[config.mk]
export PLATFORM = sky130hd
export DESIGN_NAME = fcc_ctrl
export DESIGN_NICKNAME = d
export VERILOG_FILES = /design/src/hw/fcc_pkg.sv /design/src/hw/fcc_ctrl.sv
export SDC_FILE = /design/constraint.sdc
export NUM_CORES = 1
export LEC_CHECK = 0
export BUFFER_PORTS_ARGS = -buffer_cell sky130_fd_sc_hd__clkbuf_2
export CELL_PAD_IN_SITES_DETAIL_PLACEMENT = 1
export CELL_PAD_IN_SITES_GLOBAL_PLACEMENT = 1
export CORE_MARGIN = 1
export CORE_UTILIZATION = 26
export CTS_CLUSTER_SIZE = 28
export DETAILED_ROUTE_END_ITERATION = 10
export PLACE_DENSITY = 0.59
export SLEW_MARGIN = 5
export SYNTH_ARGS = -nofsm -noshare
export SYNTH_HDL_FRONTEND = slang
export SYNTH_SLANG_ARGS = --single-unit
[constraint.sdc]
create_clock -name core_clk -period 12.8 [get_ports core_clk]
set_input_delay 2.56 -clock core_clk [delete_from_list [all_inputs] [get_ports core_clk]]
set_output_delay 2.56 -clock core_clk [all_outputs]
set_load 0.02 [all_outputs]
[src/hw/fcc_pkg.sv]
// Package for the floppy control-command handler: constants, states, carriers
// Notes on behaviour
// - Seek or recalibrate end raises interrupt
// - Unsensed seek interrupt makes next command invalid
// - Head unload interval in 16 ms steps; the code times it in 0.8 ms steps
// - Unload interval runs from read/write end
// - Step spacing inversely coded 1 to 16 ms; the code spaces steps 0.1 to 1.6 ms
// - Head settle interval in 2 ms steps; the code stores it but never times it
// - Intervals scale with main clock rate; the code fixes them in real time from CLK_HZ and never uses REF_HZ
// - Transfer mode bit one selects non-DMA
// - Drive status query returns status register 3
// - Undefined command sets result bit7, clears bit6
// - No interrupt on undefined command
// - Invalid sets direction and request flags
// - Result read after invalid gives 80 hex
// - Standby and reset are single byte codes
// - Software reset equals hardware reset
// - Recalibrate steps up to 255 tracks
// - Index ignored 0.2 ms after a pulse
// - Multitrack write allowed with tunnel erase
// - Write timing clock high two periods
// - Step pulse high 6 to 8 us
// - Fault reset pulse high 8 to 10 us
// - Sense result codes seek end and cause
package fcc_pkg;
  // Register byte addresses on the bus
  localparam logic [3:0] ADDR_CMD = 4'h0;
  localparam logic [3:0] ADDR_MAIN = 4'h4;
  localparam logic [3:0] ADDR_RESULT = 4'h8;
  localparam logic [3:0] ADDR_DRIVE = 4'hc;
  // Command codes
  localparam logic [7:0] CMD_SPECIFY = 8'h03;
  localparam logic [7:0] CMD_DRIVE_STATUS = 8'h04;
  localparam logic [7:0] CMD_RECAL = 8'h07;
  localparam logic [7:0] CMD_SENSE = 8'h08;
  localparam logic [7:0] CMD_SEEK = 8'h0f;
  localparam logic [7:0] CMD_RW_END = 8'h06;
  localparam logic [7:0] CMD_SET_STANDBY = 8'h35;
  localparam logic [7:0] CMD_CLR_STANDBY = 8'h34;
  localparam logic [7:0] CMD_SOFT_RESET = 8'h36;
  // Result values and bit positions
  localparam logic [7:0] RES_INVALID = 8'h80;
  localparam logic [7:0] RES_SEEK_OK = 8'h20;
  localparam logic [7:0] RES_SEEK_BAD = 8'h60;
  localparam logic [7:0] RES_READY_CHG = 8'hc0;
  localparam int MAIN_DIR_BIT = 6;
  localparam int MAIN_RQM_BIT = 7;
  // Timing: clock rate and printed times
  localparam int CLK_HZ = 20000000;
  localparam int REF_HZ = 8000000;
  localparam int UNIT_US = 1000;
  localparam int UNIT_CYC = CLK_HZ / 1000000 * UNIT_US;
  localparam int STEP_HI_US = 7;
  localparam int STEP_HI_CYC = CLK_HZ / 1000000 * STEP_HI_US;
  localparam int FAULT_HI_US = 9;
  localparam int FAULT_HI_CYC = CLK_HZ / 1000000 * FAULT_HI_US;
  localparam int IDX_IGN_US = 200;
  localparam int IDX_IGN_CYC = CLK_HZ / 1000000 * IDX_IGN_US;
  localparam int WCK_HI_CYC = 2;
  localparam int WCK_PERIOD_CYC = 8;
  localparam logic [7:0] RECAL_MAX = 8'hff;
  localparam int UNLOAD_MS = 16;
  localparam int SETTLE_MS = 2;
  // Reset values
  localparam logic [3:0] RST_STEP = 4'hf;
  localparam logic [3:0] RST_UNLOAD = 4'hf;
  localparam logic [6:0] RST_SETTLE = 7'h01;

  typedef enum logic [4:0] {
    ST_IDLE = 5'b00001,
    ST_ARG = 5'b00010,
    ST_RESULT = 5'b00100,
    ST_STEP = 5'b01000,
    ST_FAULT = 5'b10000
  } fcc_state_t;

  // Drive-side pins carried together
  typedef struct packed {
    logic step;
    logic dir;
    logic head_load;
    logic fault_reset;
    logic write_timing_clock;
  } fcc_drive_t;

  typedef struct packed {
    fcc_state_t st;
    logic [1:0] arg_left;
    logic [7:0] opcode;
    logic [3:0] step_interval;
    logic [3:0] head_unload_interval;
    logic [6:0] head_settle_interval;
    logic transfer_mode_bit;
    logic seek_done_flag;
    logic seek_bad;
    logic ready_chg;
    logic pending_sense;
    logic irq;
    logic standby;
    logic [7:0] result;
    logic [7:0] pcn;
    logic [7:0] ncn;
    logic [7:0] recal_cnt;
    logic recal;
    logic [15:0] cyc;
    logic [15:0] unit_cnt;
    logic [7:0] units;
    logic unloading;
    logic settling;
    logic [15:0] idx_ign;
    logic idx_seen;
    logic [2:0] wck_cnt;
    logic ack;
    logic [31:0] rdata;
    logic ready_q;
    fcc_drive_t drv;
  } fcc_reg_t;
endpackage

[src/hw/fcc_ctrl.sv]
// Floppy control-command handler with classic Wishbone register slave
//
// The Wishbone interface to the registers and the address map were left to the implementer.
`timescale 1ns/1ps
`default_nettype none
module fcc_ctrl
(
  // Clock and reset
  input wire logic core_clk,
  input wire logic rst_b,
  // Wishbone slave
  input wire logic wb_cyc_i,
  input wire logic wb_stb_i,
  input wire logic wb_we_i,
  input wire logic [3:0] wb_adr_i,
  input wire logic [3:0] wb_sel_i,
  input wire logic [31:0] wb_dat_i,
  output logic [31:0] wb_dat_o,
  output logic wb_ack_o,
  // Drive inputs
  input wire logic track0,
  input wire logic index_in,
  input wire logic drive_ready,
  input wire logic drive_fault,
  input wire logic write_protect,
  input wire logic tunnel_erase,
  // Drive outputs
  output logic step,
  output logic dir,
  output logic head_load,
  output logic fault_reset,
  output logic write_timing_clock,
  // Host event outputs
  output logic irq,
  output logic index_pulse,
  output logic multitrack_ok,
  output logic standby
);
  fcc_pkg::fcc_reg_t s_q;
  fcc_pkg::fcc_reg_t s_d;
  logic wr;
  logic rd;
  logic [7:0] byte_in;
  logic [15:0] step_cyc;
  logic idx_q;
  logic mt_q;
  logic soft_rst;

  // Bus strobes; the low byte lane carries every register
  assign wr = wb_cyc_i & wb_stb_i & wb_we_i & ~s_q.ack & wb_sel_i[0];
  assign rd = wb_cyc_i & wb_stb_i & ~wb_we_i & ~s_q.ack;
  assign byte_in = wb_dat_i[7:0];
  // software reset code, taken unless it arrives as an argument byte
  assign soft_rst = wr && wb_adr_i == fcc_pkg::ADDR_CMD && byte_in == fcc_pkg::CMD_SOFT_RESET
    && s_q.st != fcc_pkg::ST_ARG;
  // inverse code, 0.1 ms units scaled to this clock
  assign step_cyc = 16'((5'h10 - {1'b0, s_q.step_interval}) * 16'(fcc_pkg::UNIT_CYC / 10));

  always_comb
  begin
    s_d = s_q;
    s_d.ack = wb_cyc_i & wb_stb_i & ~s_q.ack;
    s_d.ready_q = drive_ready;
    // Bus read mux; unmapped addresses read zero
    if (rd)
    begin
      unique case (wb_adr_i)
        fcc_pkg::ADDR_MAIN:
          s_d.rdata = {24'h0, (s_q.st != fcc_pkg::ST_STEP),
            (s_q.st == fcc_pkg::ST_RESULT), s_q.transfer_mode_bit, s_q.standby, 4'h0};
        fcc_pkg::ADDR_RESULT: s_d.rdata = {24'h0, s_q.result};
        fcc_pkg::ADDR_DRIVE:
          s_d.rdata = {24'h0, drive_fault, write_protect, drive_ready, track0, 4'h0};
        default: s_d.rdata = 32'h0;
      endcase
    end
    // Reading the result ends the result phase
    if (rd && wb_adr_i == fcc_pkg::ADDR_RESULT && s_q.st == fcc_pkg::ST_RESULT)
      s_d.st = fcc_pkg::ST_IDLE;
    // ready-line change is a sense cause
    if (drive_ready != s_q.ready_q)
    begin
      s_d.ready_chg = 1'b1;
      s_d.irq = 1'b1;
    end
    // Command byte decode
    if (wr && wb_adr_i == fcc_pkg::ADDR_CMD)
    begin
      if (s_q.st == fcc_pkg::ST_ARG)
      begin
        s_d.arg_left = s_q.arg_left - 2'd1;
        if (s_q.opcode == fcc_pkg::CMD_SPECIFY && s_q.arg_left == 2'd2)
        begin
          // first byte holds step and unload codes
          s_d.step_interval = byte_in[7:4];
          s_d.head_unload_interval = byte_in[3:0];
        end
        else if (s_q.opcode == fcc_pkg::CMD_SPECIFY)
        begin
          s_d.head_settle_interval = byte_in[7:1];
          s_d.transfer_mode_bit = byte_in[0];
        end
        else if (s_q.opcode == fcc_pkg::CMD_SEEK && s_q.arg_left == 2'd1)
          s_d.ncn = byte_in;
        if (s_q.arg_left == 2'd1)
        begin
          s_d.st = fcc_pkg::ST_IDLE;
          if (s_q.opcode == fcc_pkg::CMD_SEEK || s_q.opcode == fcc_pkg::CMD_RECAL)
          begin
            s_d.st = fcc_pkg::ST_STEP;
            s_d.cyc = 16'h0;
            s_d.drv.dir = (s_q.opcode == fcc_pkg::CMD_SEEK) && (s_d.ncn > s_q.pcn);
            s_d.drv.head_load = 1'b1;
          end
          if (s_q.opcode == fcc_pkg::CMD_DRIVE_STATUS)
          begin
            s_d.result = {drive_fault, write_protect, drive_ready, track0, 4'h0};
            s_d.st = fcc_pkg::ST_RESULT;
          end
        end
      end
      else if (s_q.st == fcc_pkg::ST_IDLE)
      begin
        s_d.opcode = byte_in;
        // unsensed seek interrupt invalidates next command
        if (s_q.pending_sense && byte_in != fcc_pkg::CMD_SENSE
            && byte_in != fcc_pkg::CMD_SOFT_RESET)
        begin
          s_d.result = fcc_pkg::RES_INVALID;
          s_d.st = fcc_pkg::ST_RESULT;
          s_d.pending_sense = 1'b0;
        end
        else
        begin
          unique case (byte_in)
            fcc_pkg::CMD_SPECIFY:
            begin
              s_d.st = fcc_pkg::ST_ARG;
              s_d.arg_left = 2'd2;
            end
            fcc_pkg::CMD_SEEK:
            begin
              s_d.st = fcc_pkg::ST_ARG;
              s_d.arg_left = 2'd2;
              s_d.recal = 1'b0;
            end
            fcc_pkg::CMD_RECAL:
            begin
              // up to 255 steps toward track zero
              s_d.st = fcc_pkg::ST_ARG;
              s_d.arg_left = 2'd1;
              s_d.recal = 1'b1;
              s_d.recal_cnt = fcc_pkg::RECAL_MAX;
              s_d.pcn = 8'h0;
            end
            fcc_pkg::CMD_DRIVE_STATUS:
            begin
              s_d.st = fcc_pkg::ST_ARG;
              s_d.arg_left = 2'd1;
            end
            fcc_pkg::CMD_SENSE:
            begin
              s_d.result = s_q.seek_done_flag ? (s_q.seek_bad ? fcc_pkg::RES_SEEK_BAD
                : fcc_pkg::RES_SEEK_OK) : (s_q.ready_chg ? fcc_pkg::RES_READY_CHG
                : fcc_pkg::RES_INVALID);
              s_d.seek_done_flag = 1'b0;
              s_d.ready_chg = 1'b0;
              s_d.pending_sense = 1'b0;
              s_d.irq = 1'b0;
              s_d.st = fcc_pkg::ST_RESULT;
            end
            fcc_pkg::CMD_RW_END:
            begin
              // unload interval starts at read/write end
              s_d.unloading = 1'b1;
              s_d.units = {4'h0, s_q.head_unload_interval};
              s_d.unit_cnt = 16'h0;
            end
            fcc_pkg::CMD_SET_STANDBY: s_d.standby = 1'b1;
            fcc_pkg::CMD_CLR_STANDBY: s_d.standby = 1'b0;
            fcc_pkg::CMD_SOFT_RESET: s_d.standby = s_q.standby;
            default:
            begin
              s_d.result = fcc_pkg::RES_INVALID;
              s_d.st = fcc_pkg::ST_RESULT;
            end
          endcase
        end
      end
    end
    // Stepping engine
    if (s_q.st == fcc_pkg::ST_STEP)
    begin
      s_d.cyc = s_q.cyc + 16'd1;
      // step high for the nominal width
      s_d.drv.step = (s_q.cyc < 16'(fcc_pkg::STEP_HI_CYC));
      if (s_q.cyc == 16'(fcc_pkg::STEP_HI_CYC))
      begin
        if (!s_q.recal)
          s_d.pcn = s_q.drv.dir ? s_q.pcn + 8'd1 : s_q.pcn - 8'd1;
        else
          s_d.recal_cnt = s_q.recal_cnt - 8'd1;
      end
      // End only between pulses, so a step pulse is never cut short
      if (s_q.cyc == 16'h0
          && ((s_q.recal && (track0 || s_q.recal_cnt == 8'h0)) || (!s_q.recal && s_q.pcn == s_q.ncn)))
      begin
        // seek end sets flag and interrupt
        s_d.st = fcc_pkg::ST_IDLE;
        s_d.drv.step = 1'b0;
        s_d.seek_done_flag = 1'b1;
        s_d.seek_bad = s_q.recal && !track0;
        s_d.pending_sense = 1'b1;
        s_d.irq = 1'b1;
        s_d.drv.fault_reset = drive_fault;
        s_d.cyc = 16'h0;
        if (drive_fault)
          s_d.st = fcc_pkg::ST_FAULT;
      end
      else if (s_q.cyc + 16'd1 >= step_cyc)
        s_d.cyc = 16'h0;
    end
    // fault reset pulse held within 8 to 10 us
    if (s_q.st == fcc_pkg::ST_FAULT)
    begin
      s_d.cyc = s_q.cyc + 16'd1;
      if (s_q.cyc == 16'(fcc_pkg::FAULT_HI_CYC - 1))
      begin
        s_d.drv.fault_reset = 1'b0;
        s_d.st = fcc_pkg::ST_IDLE;
      end
    end
    // unload timer in scaled ms units
    if (s_q.unloading)
    begin
      s_d.unit_cnt = s_q.unit_cnt + 16'd1;
      if (s_q.unit_cnt == 16'(fcc_pkg::UNIT_CYC * fcc_pkg::UNLOAD_MS / 20 - 1))
      begin
        s_d.unit_cnt = 16'h0;
        s_d.units = s_q.units - 8'd1;
        if (s_q.units <= 8'd1)
        begin
          s_d.unloading = 1'b0;
          s_d.drv.head_load = 1'b0;
        end
      end
    end
    // settling flag held clear at step start; no settle interval is timed
    if (s_q.drv.head_load && !s_q.settling && s_q.st == fcc_pkg::ST_STEP && s_q.cyc == 16'h0)
      s_d.settling = 1'b0;
    // index ignore window after a pulse
    s_d.idx_seen = 1'b0;
    if (s_q.idx_ign != 16'h0)
      s_d.idx_ign = s_q.idx_ign - 16'd1;
    else if (index_in)
    begin
      s_d.idx_seen = 1'b1;
      s_d.idx_ign = 16'(fcc_pkg::IDX_IGN_CYC);
    end
    // write timing clock high two cycles
    s_d.wck_cnt = s_q.wck_cnt + 3'd1;
    // High on the last counts of the period, so the first pulse after reset is full width
    s_d.drv.write_timing_clock =
      (s_d.wck_cnt >= 3'(fcc_pkg::WCK_PERIOD_CYC - fcc_pkg::WCK_HI_CYC));
  end

  // software reset acts like the reset input
  always_ff @(posedge core_clk)
  begin
    if (!rst_b || soft_rst)
    begin
      s_q <= '0;
      s_q.st <= fcc_pkg::ST_IDLE;
      s_q.step_interval <= fcc_pkg::RST_STEP;
      s_q.head_unload_interval <= fcc_pkg::RST_UNLOAD;
      s_q.head_settle_interval <= fcc_pkg::RST_SETTLE;
      s_q.ack <= wb_cyc_i & wb_stb_i & rst_b;
    end
    else
      s_q <= s_d;
  end

  // multitrack write needs tunnel erase head
  always_ff @(posedge core_clk)
  begin
    if (!rst_b || soft_rst)
    begin
      idx_q <= 1'b0;
      mt_q <= 1'b0;
    end
    else
    begin
      idx_q <= s_q.idx_seen;
      mt_q <= tunnel_erase;
    end
  end

  // Outputs straight from flip-flops
  assign wb_dat_o = s_q.rdata;
  assign wb_ack_o = s_q.ack;
  assign step = s_q.drv.step;
  assign dir = s_q.drv.dir;
  assign head_load = s_q.drv.head_load;
  assign fault_reset = s_q.drv.fault_reset;
  assign write_timing_clock = s_q.drv.write_timing_clock;
  assign irq = s_q.irq;
  assign index_pulse = idx_q;
  assign multitrack_ok = mt_q;
  assign standby = s_q.standby;
endmodule
`default_nettype wire

## Word-level counts from Yosys, hierarchy flattened

Index checks and enable logic that the tools add are counted.

| storage, ports and cells | value |
|---|---|
| flip-flop bits (word level) | 172 |
| bits in latches | 0 |
| memory bits (writable) | 0 |
| ROM bits | 0 |
| input port bits | 51 |
| output and inout bits | 42 |
| word-level logic and storage cells | 257 |
| memories | 0 |

| operators by class | value |
|---|---|
| $add $sub $neg | 10 |
| multipliers | 1 |
| divide/modulo/power cells | 0 |
| magnitude comparators | 5 |
| equality and inequality tests | 38 |
| shifts and indexed selects | 0 |
| multiplexer cells | 100 |
| bitwise logic cells | 13 |
| reductions and logical operators | 55 |

Operator list:

| cell | number |
|---|---|
| 2-to-1 mux 8 bit | 26 |
| 2-to-1 mux 25 bit | 6 |
| 2-to-1 mux 16 bit | 9 |
| 2-to-1 mux 78 bit | 1 |
| 2-to-1 mux 32 bit | 2 |
| == test 8 x 3 -> 1 bit (second input constant) | 5 |
| 2-to-1 mux 5 bit | 8 |
| 2-to-1 mux 39 bit | 1 |
| adder 16 x 1 -> 16 bit (second input constant) | 2 |
| == test 16 x 8 -> 1 bit (second input constant) | 2 |
| 2-to-1 mux 9 bit | 3 |
| == test 8 x 4 -> 1 bit (second input constant) | 3 |
| == test 8 x 6 -> 1 bit (second input constant) | 3 |
| one-hot mux 8 bit (3 select lines) | 1 |
| subtractor 8 x 1 -> 8 bit (second input constant) | 3 |
| 2-to-1 mux 7 bit | 3 |
| 2-to-1 mux 2 bit | 10 |
| 2-to-1 mux 20 bit | 1 |
| AND reduction 5 bit | 4 |
| 2-to-1 mux 1 bit | 18 |
| 2-to-1 mux 17 bit | 1 |
| == test 16 x 14 -> 1 bit (second input constant) | 1 |
| == test 8 x 2 -> 1 bit (second input constant) | 2 |
| >= comparator 16 bit | 1 |
| 52 further kinds | 106 |

## Depth between registers and ports, before layout

Gate-level depths: netlist of the first run.

| logic depth | value |
|---|---|
| depth in word-level cells | 17 |
| gate-level depth with buffers | 22 |
| gate-level depth less buffers | 22 |

## Worst setup path before layout of the first run

OpenSTA, ideal clock, no wires.

| timing path | value |
|---|---|
| path kind | reg2reg |
| start point | register s_q[152] in the netlist's numbering |
| end point | register s_q[100] in the netlist's numbering |
| arrival | 5.715 ns |
| required time | 12.707 ns |
| setup slack | 6.992 ns |
| cell stages (with the launch flop) | 21 |
| buffers on the path | 0 |
| clock period less this slack | 5.808 ns |
| path through | dfxtp_1 > inv_1 > ha_1 > xor2_1 > fa_1 > fa_1 > inv_1 > fa_1 > ha_1 > ha_1 > nor2b_1 > o21a_1 > o41a_1 > xnor2_1 > ha_1 > nand4_1 > nor2_1 > o2111a_1 > nor3_1 > a21oi_1 > o32ai_1 |

| on the way | value |
|---|---|
| word-level cells in the longest chain between the ends | 7 |

Ends and longest elaborated chain:

| element | RTL line | RTL |
|---|---|---|
| start: declaration | fcc_ctrl.sv:39 | `fcc_pkg::fcc_reg_t s_q;` |
| subtractor 5 x 4 -> 6 bit | fcc_ctrl.sv:57 | `assign step_cyc = 16'((5'h10 - {1'b0, s_q.step_interval}) * 16'(fcc_pkg::UNIT_CYC / 10));` |
| multiplier 16 x 7 -> 12 bit | fcc_ctrl.sv:57 |  |
| >= comparator 16 bit | fcc_ctrl.sv:220 | `else if (s_q.cyc + 16'd1 >= step_cyc)` |
| 2-to-1 mux 16 bit | fcc_ctrl.sv:220 |  |
| 2-to-1 mux 16 bit | fcc_ctrl.sv:205 | `if (s_q.cyc == 16'h0` |
| 2-to-1 mux 16 bit | fcc_ctrl.sv:192 | `if (s_q.st == fcc_pkg::ST_STEP)` |
| 2-to-1 mux 16 bit | fcc_ctrl.sv:224 | `if (s_q.st == fcc_pkg::ST_FAULT)` |

Every way passes these cells.
A chain may end at the register's enable or synchronous reset.

## Final worst setup path of the first run

Ends and elaborated chain as after synthesis.

==> results of run 1 <==
per-layer routing:
layer | vias to the layer above | part of all wire [%] | track usage (%)
li1 | 3819 | - | -
met1 | 3749 | 48 | 18.6
met2 | 67 | 48 | 25.3
met3 | 19 | 3.0 | 3.17
met4 | 0 | 1.0 | 3.77
met5 | - | 0 | 0
worst max-delay path by stage:
stage	startpoint	slack [ns]	cells past startpoint	end
final	s_q[152]	6.17	20	s_q[100]
after detailed placement	s_q[152]	6.09	20	s_q[100]
after floorplan	s_q[152]	6.99	20	s_q[100]
after CTS	s_q[152]	6.07	20	s_q[100]
after global placement	s_q[152]	6.23	20	s_q[100]
after global routing	s_q[152]	5.75	20	s_q[100]
area by class of cell:
cell class / instances / area share [%]
Clock buffer: 24 / 4.82
Clock inverter: 8 / 1.25
Inverter: 53 / 2.03
Multi-Input combinational cell: 831 / 56.1
Sequential cell: 134 / 27.4
Tap cell: 442 / 5.66
Timing Repair Buffer: 49 / 2.71
flip-flops by register name, summed over array words and instances, names as in the netlist:
name / count
wb_dat_o: 5
fault_reset: 1
irq: 1
write_timing_clock: 1
standby: 1
wb_ack_o: 1
index_pulse: 1
multitrack_ok: 1
dir: 1
s_q: 119
head_load: 1
step: 1
power groups by stage:
stage	logic, mW	clock network [mW]	registers (mW)
floorplan	0.138	0	0.470
global placement	0.165	0	0.474
detailed placement	0.170	0	0.474
CTS	0.171	0.520	0.465
global route	0.194	0.541	0.469
finish	0.168	0.505	0.465
per-stage QoR:
| stage | utilization, % | worst slack (ns) | instances |
|---|---|---|---|
| 2_1_floorplan | - | 6.99 | 1090 |
| 4_1_cts | 29.9 | 6.07 | 1541 |
| 6_report | 29.9 | 6.17 | 1541 |
| 3_5_place_dp | 28.1 | 6.09 | 1509 |
| 3_3_place_gp | 28.1 | 6.23 | 1509 |
| 5_1_grt | 29.9 | 5.75 | 1541 |
logic make-up (layout without fill, tap and decap cells):
family                     after synthesis  in the layout
AOI/OAI and AO/OA                      223            223
xor gates and xnor gates                47             47
adders and majority gates               78             78
buffers and inverters                  125            134
DFF                                    134            134
muxes                                   29             29
other                                    1             24
and+or+nand+nor                        430            430
layout by cell type, fill, tap and decap left out, types with 35 or more instances in the layout:
master    count
o21ai_0      35
ha_1         70
nand2_1     105
inv_1        53
a21oi_1      78
clkbuf_2     41
dfxtp_1     134
nor2_1       96
nand3_1      37
nor3_1       44
==> run_results.csv, run 1 <==
group,metric,value,unit
power_and_ir_drop,switchingPower,0.313,mW
layout,fillers,3948,
worst_setup_path,crit_top_cell,"ha_1",
worst_setup_path,crit_path_end_kind,"flop",
cts,clock_path_buffers,2,
route,drt_iter0_drc,277,
global_routing,grt_max_degree,87,
route,wl_per_cell,15.8,microns
layout,nets,1215,
global_routing,grt_antenna_before_repair,0,
worst_setup_path,path_buf_inv,2,
logic_synthesis,syn_inst,1067,
die,die_w,185,microns
die,ios,93,
worst_setup_path,cpLargestDelayFamily,"adder cells",
power_and_ir_drop,p_int,0.825,mW
worst_setup_path,crit_arrival,6.96,ns
sta,timing.slew.headroom,33.8,%
layout,area_growth,12.5,%
route,via_count,7654,
power_and_ir_drop,pwr-share-clk,44.4,%
placed_design,dpl.hpwl,18100,microns
route,drt_pass1_iterations,4,
logic_synthesis,synthTopCellsByCount,"dfxtp_1, nand2_1, nor2_1, a21oi_1, ha_1",
global_routing,globalRouteOverflowTotal,0,
sta,worstMarginPinSlew,0.993,ns
logic_synthesis,ys_warn_count,0,
route,drc,0,
power_and_ir_drop,p_sw_share,27.5,%
power_and_ir_drop,p_leak,3.85,nW
worst_setup_path,r2r-end,"s_q[100]",
cts,cts_resized,0,
logic_synthesis,yosysUniqueCellTypes,72,
logic_synthesis,synth.most_common_cell,"dfxtp_1",
global_routing,grt_pass1_wl,39900,microns
sta,final-hold-violation-count,0,
power_and_ir_drop,comb_power_share,14.7,%
placed_design,dpl_cell_area,9190,sq um
logic_synthesis,seq_area_frac_synth,30.9,%
sta,hold_ws,0.437,ns
logic_synthesis,muxShareOfSynthArea,3.53,%
power_and_ir_drop,total_power,1.14,mW
power_and_ir_drop,p_per_area,116,nW/um^2
min_path,hold_path.class,"reg -> reg",
sta,slew_viol_final,0,
cts,clk_pin_slew,0.06,ns
cts,post_cts_buffers,0,
worst_setup_path,criticalPathCategory,"reg -> reg",
worst_setup_path,r2r_slack,6.17,ns
sta,tns,0,ns
layout,drive_gt1_share,9.65,%
logic_synthesis,synth_compound_area_share,16.8,%
worst_setup_path,crit_fanout,9,
logic_synthesis,synth_area_leaders,"dfxtp_1, ha_1, nand2_1",
global_routing,first_global_vias,7696,
logic_synthesis,synth_xor_area_share,4.74,%
global_routing,grtUsageTotal,14.8,%
die,start_util,26.6,%
logic_synthesis,async_flop_share,0,%
layout,regArea,2680,sq um
layout,fin_area,9780,sq um
cts,root_buffer,"clkbuf_16",
worst_setup_path,r2r_start,"s_q[152]",
route,drtAntennaViolNets,0,
power_and_ir_drop,power_frac_seq,40.9,%
sta,setup_violations,0,
logic_synthesis,synth_fa_ha_area_share,11.9,%
cts,cts_made_buffers,17,
min_path,hp-start,"s_q[42]",
die,rows,66,
logic_synthesis,synth_area,8690,sq um
cts,htree_levels,4,
sta,fin_skew,0.0114,ns
cts,cts_tree,"yes",
worst_setup_path,cpMaxStageDelayCell,"fa_1",
die,die_area,34200,sq um
layout,n_antenna_cell,0,
placed_design,portBuffers,41,
worst_setup_path,reg2regPathDepth,20,
sta,fin_crit_sh,51.8,%
logic_synthesis,synth_top_area_share,30.9,%
flow_run,drv_cap,0,
placed_design,routabilityCongestion,0.771,
sta,rsz0062_at_grt,"false",
logic_synthesis,synth_top_family_by_area,"simple AND/OR/NAND/NOR gates",
worst_setup_path,critPathLaunchType,"flop",
min_path,worst_hold_path.num_cells,1,
cts,holdBufCountCts,0,
sta,fmax,151,MHz
logic_synthesis,yosys.area_share.simple,25.0,%
route,routed_wl,24300,microns
layout,multiInputGateArea,5490,sq um
worst_setup_path,path_cells,"inv_1 > ha_1 > xor2_1 > fa_1 > fa_1 > inv_1 > fa_1 > ha_1 > ha_1 > nor2b_1 > o21a_1 > o41a_1 > xnor2_1 > ha_1 > o21ai_0 > nor2_1 > or3_1 > a31oi_2 > a21oi_1 > o32ai_1",
power_and_ir_drop,irDropWorstVdd,0.0897,mV
die,core,32700,sq um
sta,post-route-min-period,6.63,ns
logic_synthesis,synth-main-ff-cell,"dfxtp_1",
worst_setup_path,required,13.13,ns
route,vias_per_cell,4.97,
status,status,"complete, no violations",
logic_synthesis,synth_enable_flop_cells,0,
worst_setup_path,max_stage_delay,0.56,ns
logic_synthesis,yosys.area.top_type,"dfxtp_1",
cts,clock_sinks,134,
cts,clk_latency,0.43,ns
min_path,holdPathEnd,"index_pulse",
logic_synthesis,avgSynthCellArea,8.15,sq um
logic_synthesis,ys_ff_latch,134,
die,die_h,185,microns
Power figures use the tool's default switching activity.
==> run 2: changes to the inputs <==
==> constraint.sdc (replaced) <==
create_clock -name core_clk -period 6.54 [get_ports core_clk]
set_input_delay 1.308 -clock core_clk [delete_from_list [all_inputs] [get_ports core_clk]]
set_output_delay 1.308 -clock core_clk [all_outputs]
set_load 0.02 [all_outputs]
==> run 2 against run 1 <==
Sequential cell count unchanged. Power is 100% higher. Wire length barely moved. Critical endpoint is now s_q[99]. Via count fell by 0.81%. Cell count increased by 0.26%. Worst hold slack worse by 0.0053 ns. Combinational power up 97%. Sequential power up 96%.
==> run_results.csv, run 2 (synthesized netlist as in run 1, its figures left out) <==
group,metric,value,unit
worst_setup_path,required,6.83,ns
cts,htree_levels,4,
die,rows,66,
cts,root_buffer,"clkbuf_16",
global_routing,grt_max_degree,74,
placed_design,dpl_cell_area,9220,sq um
die,die_w,185,microns
sta,fin_skew,0.0100,ns
route,drc,0,
cts,clock_sinks,134,
route,drtAntennaViolNets,0,
die,core,32700,sq um
cts,holdBufCountCts,0,
placed_design,place_ws,0.550,ns
layout,layout_commonest_cell,"dfxtp_1",
power_and_ir_drop,comb_power_share,14.5,%
worst_setup_path,crit_arrival,6.21,ns
cts,cts_made_buffers,17,
placed_design,dpl.hpwl,18000,microns
power_and_ir_drop,p_sw_share,27.7,%
power_and_ir_drop,switchingPower,0.633,mW
placed_design,dp.cells,1513,
die,ios,93,
placed_design,portBuffers,41,
global_routing,globalRouteOverflowTotal,0,
layout,largest_register,"s_q",
status,status,"complete, no violations",
route,drt_pass1_iterations,4,
route,drt_iter0_drc,291,
cts,clock_path_buffers,2,
power_and_ir_drop,power_frac_seq,39.8,%
global_routing,grtUsageTotal,14.8,%
sta,timing.slew.headroom,35.1,%
layout,fillers,3994,
worst_setup_path,critPathLaunchType,"flop",
sta,tns,0,ns
layout,drive_gt1_share,10.3,%
route,vias_per_cell,4.91,
global_routing,grt_antenna_before_repair,0,
sta,fmax,169,MHz
worst_setup_path,crit_fanout,8,
power_and_ir_drop,p_per_area,232,nW/um^2
layout,n_antenna_cell,0,
layout,post-route-util,30.1,%
layout,area_growth,13.3,%
worst_setup_path,reg2regPathDepth,23,
layout,largest_reg_flops,119,
placed_design,routabilityCongestion,0.786,
worst_setup_path,crit_path_end_kind,"flop",
power_and_ir_drop,p_int,1.65,mW
sta,worstMarginPinSlew,0.967,ns
die,die_h,185,microns
cts,cts_tree,"yes",
power_and_ir_drop,p_leak,3.90,nW
layout,finalNonFillerCells,1545,
flow_run,drv_cap,0,
power_and_ir_drop,pwr-share-clk,45.7,%
die,die_area,34200,sq um
cts,post_cts_buffers,0,
power_and_ir_drop,total_power,2.29,mW
sta,post-route-min-period,5.92,ns
sta,fin_crit_sh,90.5,%
layout,layout_common_cells,"dfxtp_1, nand2_1, nor2_1",
sta,slew_viol_final,0,
sta,rsz0062_at_grt,"false",
sta,final-hold-violation-count,0,
sta,setup_violations,0,
sta,hold_ws,0.432,ns
min_path,hold_path.class,"reg -> reg",
global_routing,first_global_vias,7776,
power_and_ir_drop,irDropWorstVdd,0.177,mV
worst_setup_path,criticalPathCategory,"reg -> reg",
cts,clk_latency,0.43,ns
route,routed_wl,24300,microns
route,wl_per_cell,15.7,microns
layout,nets,1219,
cts,cts_resized,0,
layout,fin_area,9850,sq um
die,start_util,26.6,%
sta,fin_ws,0.620,ns
global_routing,grt_pass1_wl,39900,microns
cts,clk_pin_slew,0.06,ns
route,via_count,7592,
min_path,worst_hold_path.num_cells,1,
[run 2: cell types whose count changed in the layout (fill, tap and decap cells not counted), sizes merged]
cell,delta
clkinv,+4
clkbuf,-4
buf,+4
bufinv,+1
clkinvlp,-1
[run 2: metal layers]
layer	vias up	GRT usage, %	wire length, microns
li1	3827	-	-
met1	3646	18.5	11600
met2	87	25.2	11500
met3	32	3.09	729
met4	0	4.93	410
met5	-	0	0
[run 2: power by group through the flow]
stage                     clock (mW)  combinational (mW)  sequential (mW)
after CTS                       1.08               0.335            0.911
after global placement             0               0.323            0.927
after global routing            1.11               0.382            0.919
final                           1.04               0.331            0.911
after floorplan                    0               0.270            0.920
after detailed placement           0               0.332            0.928
[run 2: area by class of cell]
class | instances | area (sq um) | area share [%]
Multi-Input combinational cell | 831 | 5490 | 55.7
Clock buffer | 20 | 457 | 4.64
Inverter | 53 | 199 | 2.02
Sequential cell | 134 | 2680 | 27.2
Timing Repair Buffer | 53 | 295 | 3.00
Tap cell | 442 | 553 | 5.62
Clock inverter | 12 | 176 | 1.79
[run 2: final timing paths]
kind                                from          end  slack, ns
worst max-delay path            s_q[152]      s_q[99]       0.62
worst min-delay path             s_q[42]  index_pulse       0.43
worst max register to register  s_q[152]      s_q[99]       0.62
worst min register to register   s_q[42]  index_pulse       0.43
[run 2: critical path, stage by stage (launching register included)]
cell	delay, ns
dfxtp_1	0.49
inv_1	0.13
ha_1	0.23
nor3b_1	0.14
buf_4	0.16
ha_1	0.31
inv_1	0.07
fa_1	0.53
inv_1	0.05
fa_1	0.45
ha_1	0.30
ha_1	0.33
a21oi_1	0.23
nor2b_1	0.09
o21a_1	0.19
o41a_1	0.32
xnor2_1	0.16
ha_1	0.30
nand4_1	0.10
nor2_1	0.18
a21boi_0	0.19
nor3_1	0.09
a21oi_1	0.55
o32ai_1	0.16
==> run 3: changes to the inputs <==
--- a/config.mk
+++ b/config.mk
@@ -10,9 +10,10 @@
 export CELL_PAD_IN_SITES_GLOBAL_PLACEMENT = 1
 export CORE_MARGIN = 1
 export CORE_UTILIZATION = 26
+export CTS_BUF_LIST = sky130_fd_sc_hd__clkbuf_4 sky130_fd_sc_hd__clkbuf_8 sky130_fd_sc_hd__clkbuf_16
 export CTS_CLUSTER_SIZE = 28
 export DETAILED_ROUTE_END_ITERATION = 10
-export PLACE_DENSITY = 0.59
+export PLACE_DENSITY = 0.61
 export SLEW_MARGIN = 5
 export SYNTH_ARGS = -nofsm -noshare
 export SYNTH_HDL_FRONTEND = slang
==> constraint.sdc (replaced) <==
create_clock -name core_clk -period 4.74 [get_ports core_clk]
set_input_delay 0.948 -clock core_clk [delete_from_list [all_inputs] [get_ports core_clk]]
set_output_delay 0.948 -clock core_clk [all_outputs]
set_load 0.02 [all_outputs]
==> run 3 against run 2 <==
The run now ends with negative setup slack left. Clock power is 22% higher. Register-to-register slack worse by 1.1 ns. Power up 30%. Fmax is 13% higher. Combinational power rose by 36%. Via count increased by 2.6%. Final area grew 4.5%. Critical path depth fell by 2. Cell count increased by 2.0%. Clock skew is 0.0011 ns lower. Sequential cell count unchanged. Critical path type unchanged.
==> run_results.csv, run 3 (synthesized netlist as in run 1, its figures left out) <==
group,metric,value,unit
worst_setup_path,critPathLaunchType,"flop",
sta,setup_violations,16,
sta,post-route-min-period,5.22,ns
sta,worstMarginPinSlew,0.948,ns
cts,clock_sinks,134,
sta,fin_skew,0.00897,ns
layout,nets,1251,
cts,clk_latency,0.43,ns
power_and_ir_drop,p_leak,4.11,nW
die,die_w,185,microns
status,violations,"negative setup slack",
layout,drive_gt1_share,15.7,%
worst_setup_path,required,5.06,ns
worst_setup_path,reg2regPathDepth,21,
layout,largest_reg_flops,119,
sta,fmax,192,MHz
global_routing,globalRouteOverflowTotal,0,
flow_run,drv_cap,0,
worst_setup_path,crit_path_end_kind,"flop",
route,drt_pass1_iterations,4,
layout,fillers,3955,
die,core,32700,sq um
global_routing,grt_antenna_before_repair,0,
worst_setup_path,criticalPathCategory,"reg -> reg",
route,drt_iter0_drc,240,
power_and_ir_drop,irDropWorstVdd,0.237,mV
route,drc,0,
sta,rsz0062_at_grt,"true",
power_and_ir_drop,p_per_area,290,nW/um^2
global_routing,grt_max_degree,90,
placed_design,routabilityCongestion,0.810,
min_path,worst_hold_path.num_cells,1,
global_routing,first_global_vias,8062,
cts,holdBufCountCts,0,
die,die_area,34200,sq um
cts,clk_pin_slew,0.06,ns
route,routed_wl,24500,microns
route,vias_per_cell,4.94,
route,wl_per_cell,15.5,microns
placed_design,portBuffers,41,
sta,slew_viol_final,0,
layout,largest_register,"s_q",
route,drtAntennaViolNets,0,
power_and_ir_drop,total_power,2.98,mW
sta,tns,-6.80,ns
die,ios,93,
sta,timing.slew.headroom,36.4,%
cts,cts_tree,"yes",
layout,layout_commonest_cell,"dfxtp_1",
die,start_util,26.6,%
worst_setup_path,max_stage_delay,0.52,ns
placed_design,dpl.hpwl,18000,microns
layout,area_growth,18.4,%
sta,fin_ws,-0.481,ns
cts,cts_made_buffers,17,
cts,root_buffer,"clkbuf_16",
layout,n_antenna_cell,0,
die,rows,66,
min_path,hold_path.class,"reg -> reg",
route,via_count,7790,
global_routing,grt_pass1_wl,40800,microns
sta,final-hold-violation-count,0,
status,status,"finished with violations",
worst_setup_path,crit_fanout,9,
global_routing,grtUsageTotal,15.0,%
cts,htree_levels,4,
sta,fin_crit_sh,110,%
die,die_h,185,microns
cts,clock_path_buffers,2,
worst_setup_path,path_cells,"inv_4 > ha_4 > xor2_4 > fa_1 > fa_1 > inv_1 > fa_1 > ha_4 > ha_4 > nor2b_1 > o21a_1 > o41a_1 > xnor2_2 > ha_1 > nand4_1 > nor2_2 > o2111a_1 > nor3_4 > buf_12 > a221o_1 > and3_1",
worst_setup_path,crit_arrival,5.54,ns
layout,layout_common_cells,"dfxtp_1, nand2_1, nor2_1",
worst_setup_path,cpMaxStageDelayCell,"fa_1",
==> run 3: final timing paths <==
kind                  from  slack (ns)     endpoint
setup reg to reg  s_q[152]       -0.48      s_q[96]
hold / removal     s_q[42]        0.44  index_pulse
hold reg to reg    s_q[42]        0.44  index_pulse
setup / recovery  s_q[152]       -0.48      s_q[96]
==> run 3: critical path: cells and delay by family, from the launching register on <==
kind	cells	cell delay (ns)
xor gates and xnor gates	2	0.36
AOI/OAI and AO/OA	4	1.08
buffers and inverters	3	0.24
adders and majority gates	7	2.42
DFF	1	0.38
and+or+nand+nor	5	0.62
==> run 3: layout make-up <==
cell class	instances	area [sq um]	area share [%]
multi-input combinational	831	5720	55.6
sequential	134	2690	26.2
timing repair buffer	85	573	5.57
tap	442	553	5.38
clock buffer	20	454	4.41
inverter	53	201	1.96
clock inverter	11	98.8	0.961
==> run 3: metal layers <==
layer	vias to the layer above	routed length, microns	GRT usage [%]
met5	-	0	0
met1	3824	11100	17.7
li1	3889	-	-
met4	0	238	3.80
met3	19	507	2.69
met2	58	12600	27.7
==> run 3: power breakdown <==
| part | internal, mW | switching [mW] |
|---|---|---|
| Combinational | 0.180 | 0.271 |
| Clock | 0.745 | 0.527 |
| Sequential | 1.19 | 0.0618 |
==> run 3: repair_timing <==
item | CTS | global route
resized for setup | 6 | 6
endpoints found under the setup margin | 16 | 16
pin swaps | 16 | 4
buffers inserted | 2 | 3
==> run 3: metrics by stage <==
step | hold WS (ns) | cells | instance area (sq um) | worst slack [ns] | util (%)
finish | 0.436 | 1576 | 10300 | -0.481 | 31.5
global route | 0.455 | 1576 | 10300 | -0.759 | 31.5
CTS | 0.443 | 1574 | 10200 | -0.464 | 31.3
detailed placement | 0.417 | 1541 | 9620 | -0.691 | 29.4
global placement | 0.420 | 1541 | 9620 | -0.602 | 29.4
floorplan | 0.406 | 1090 | 8950 | -0.252 | -
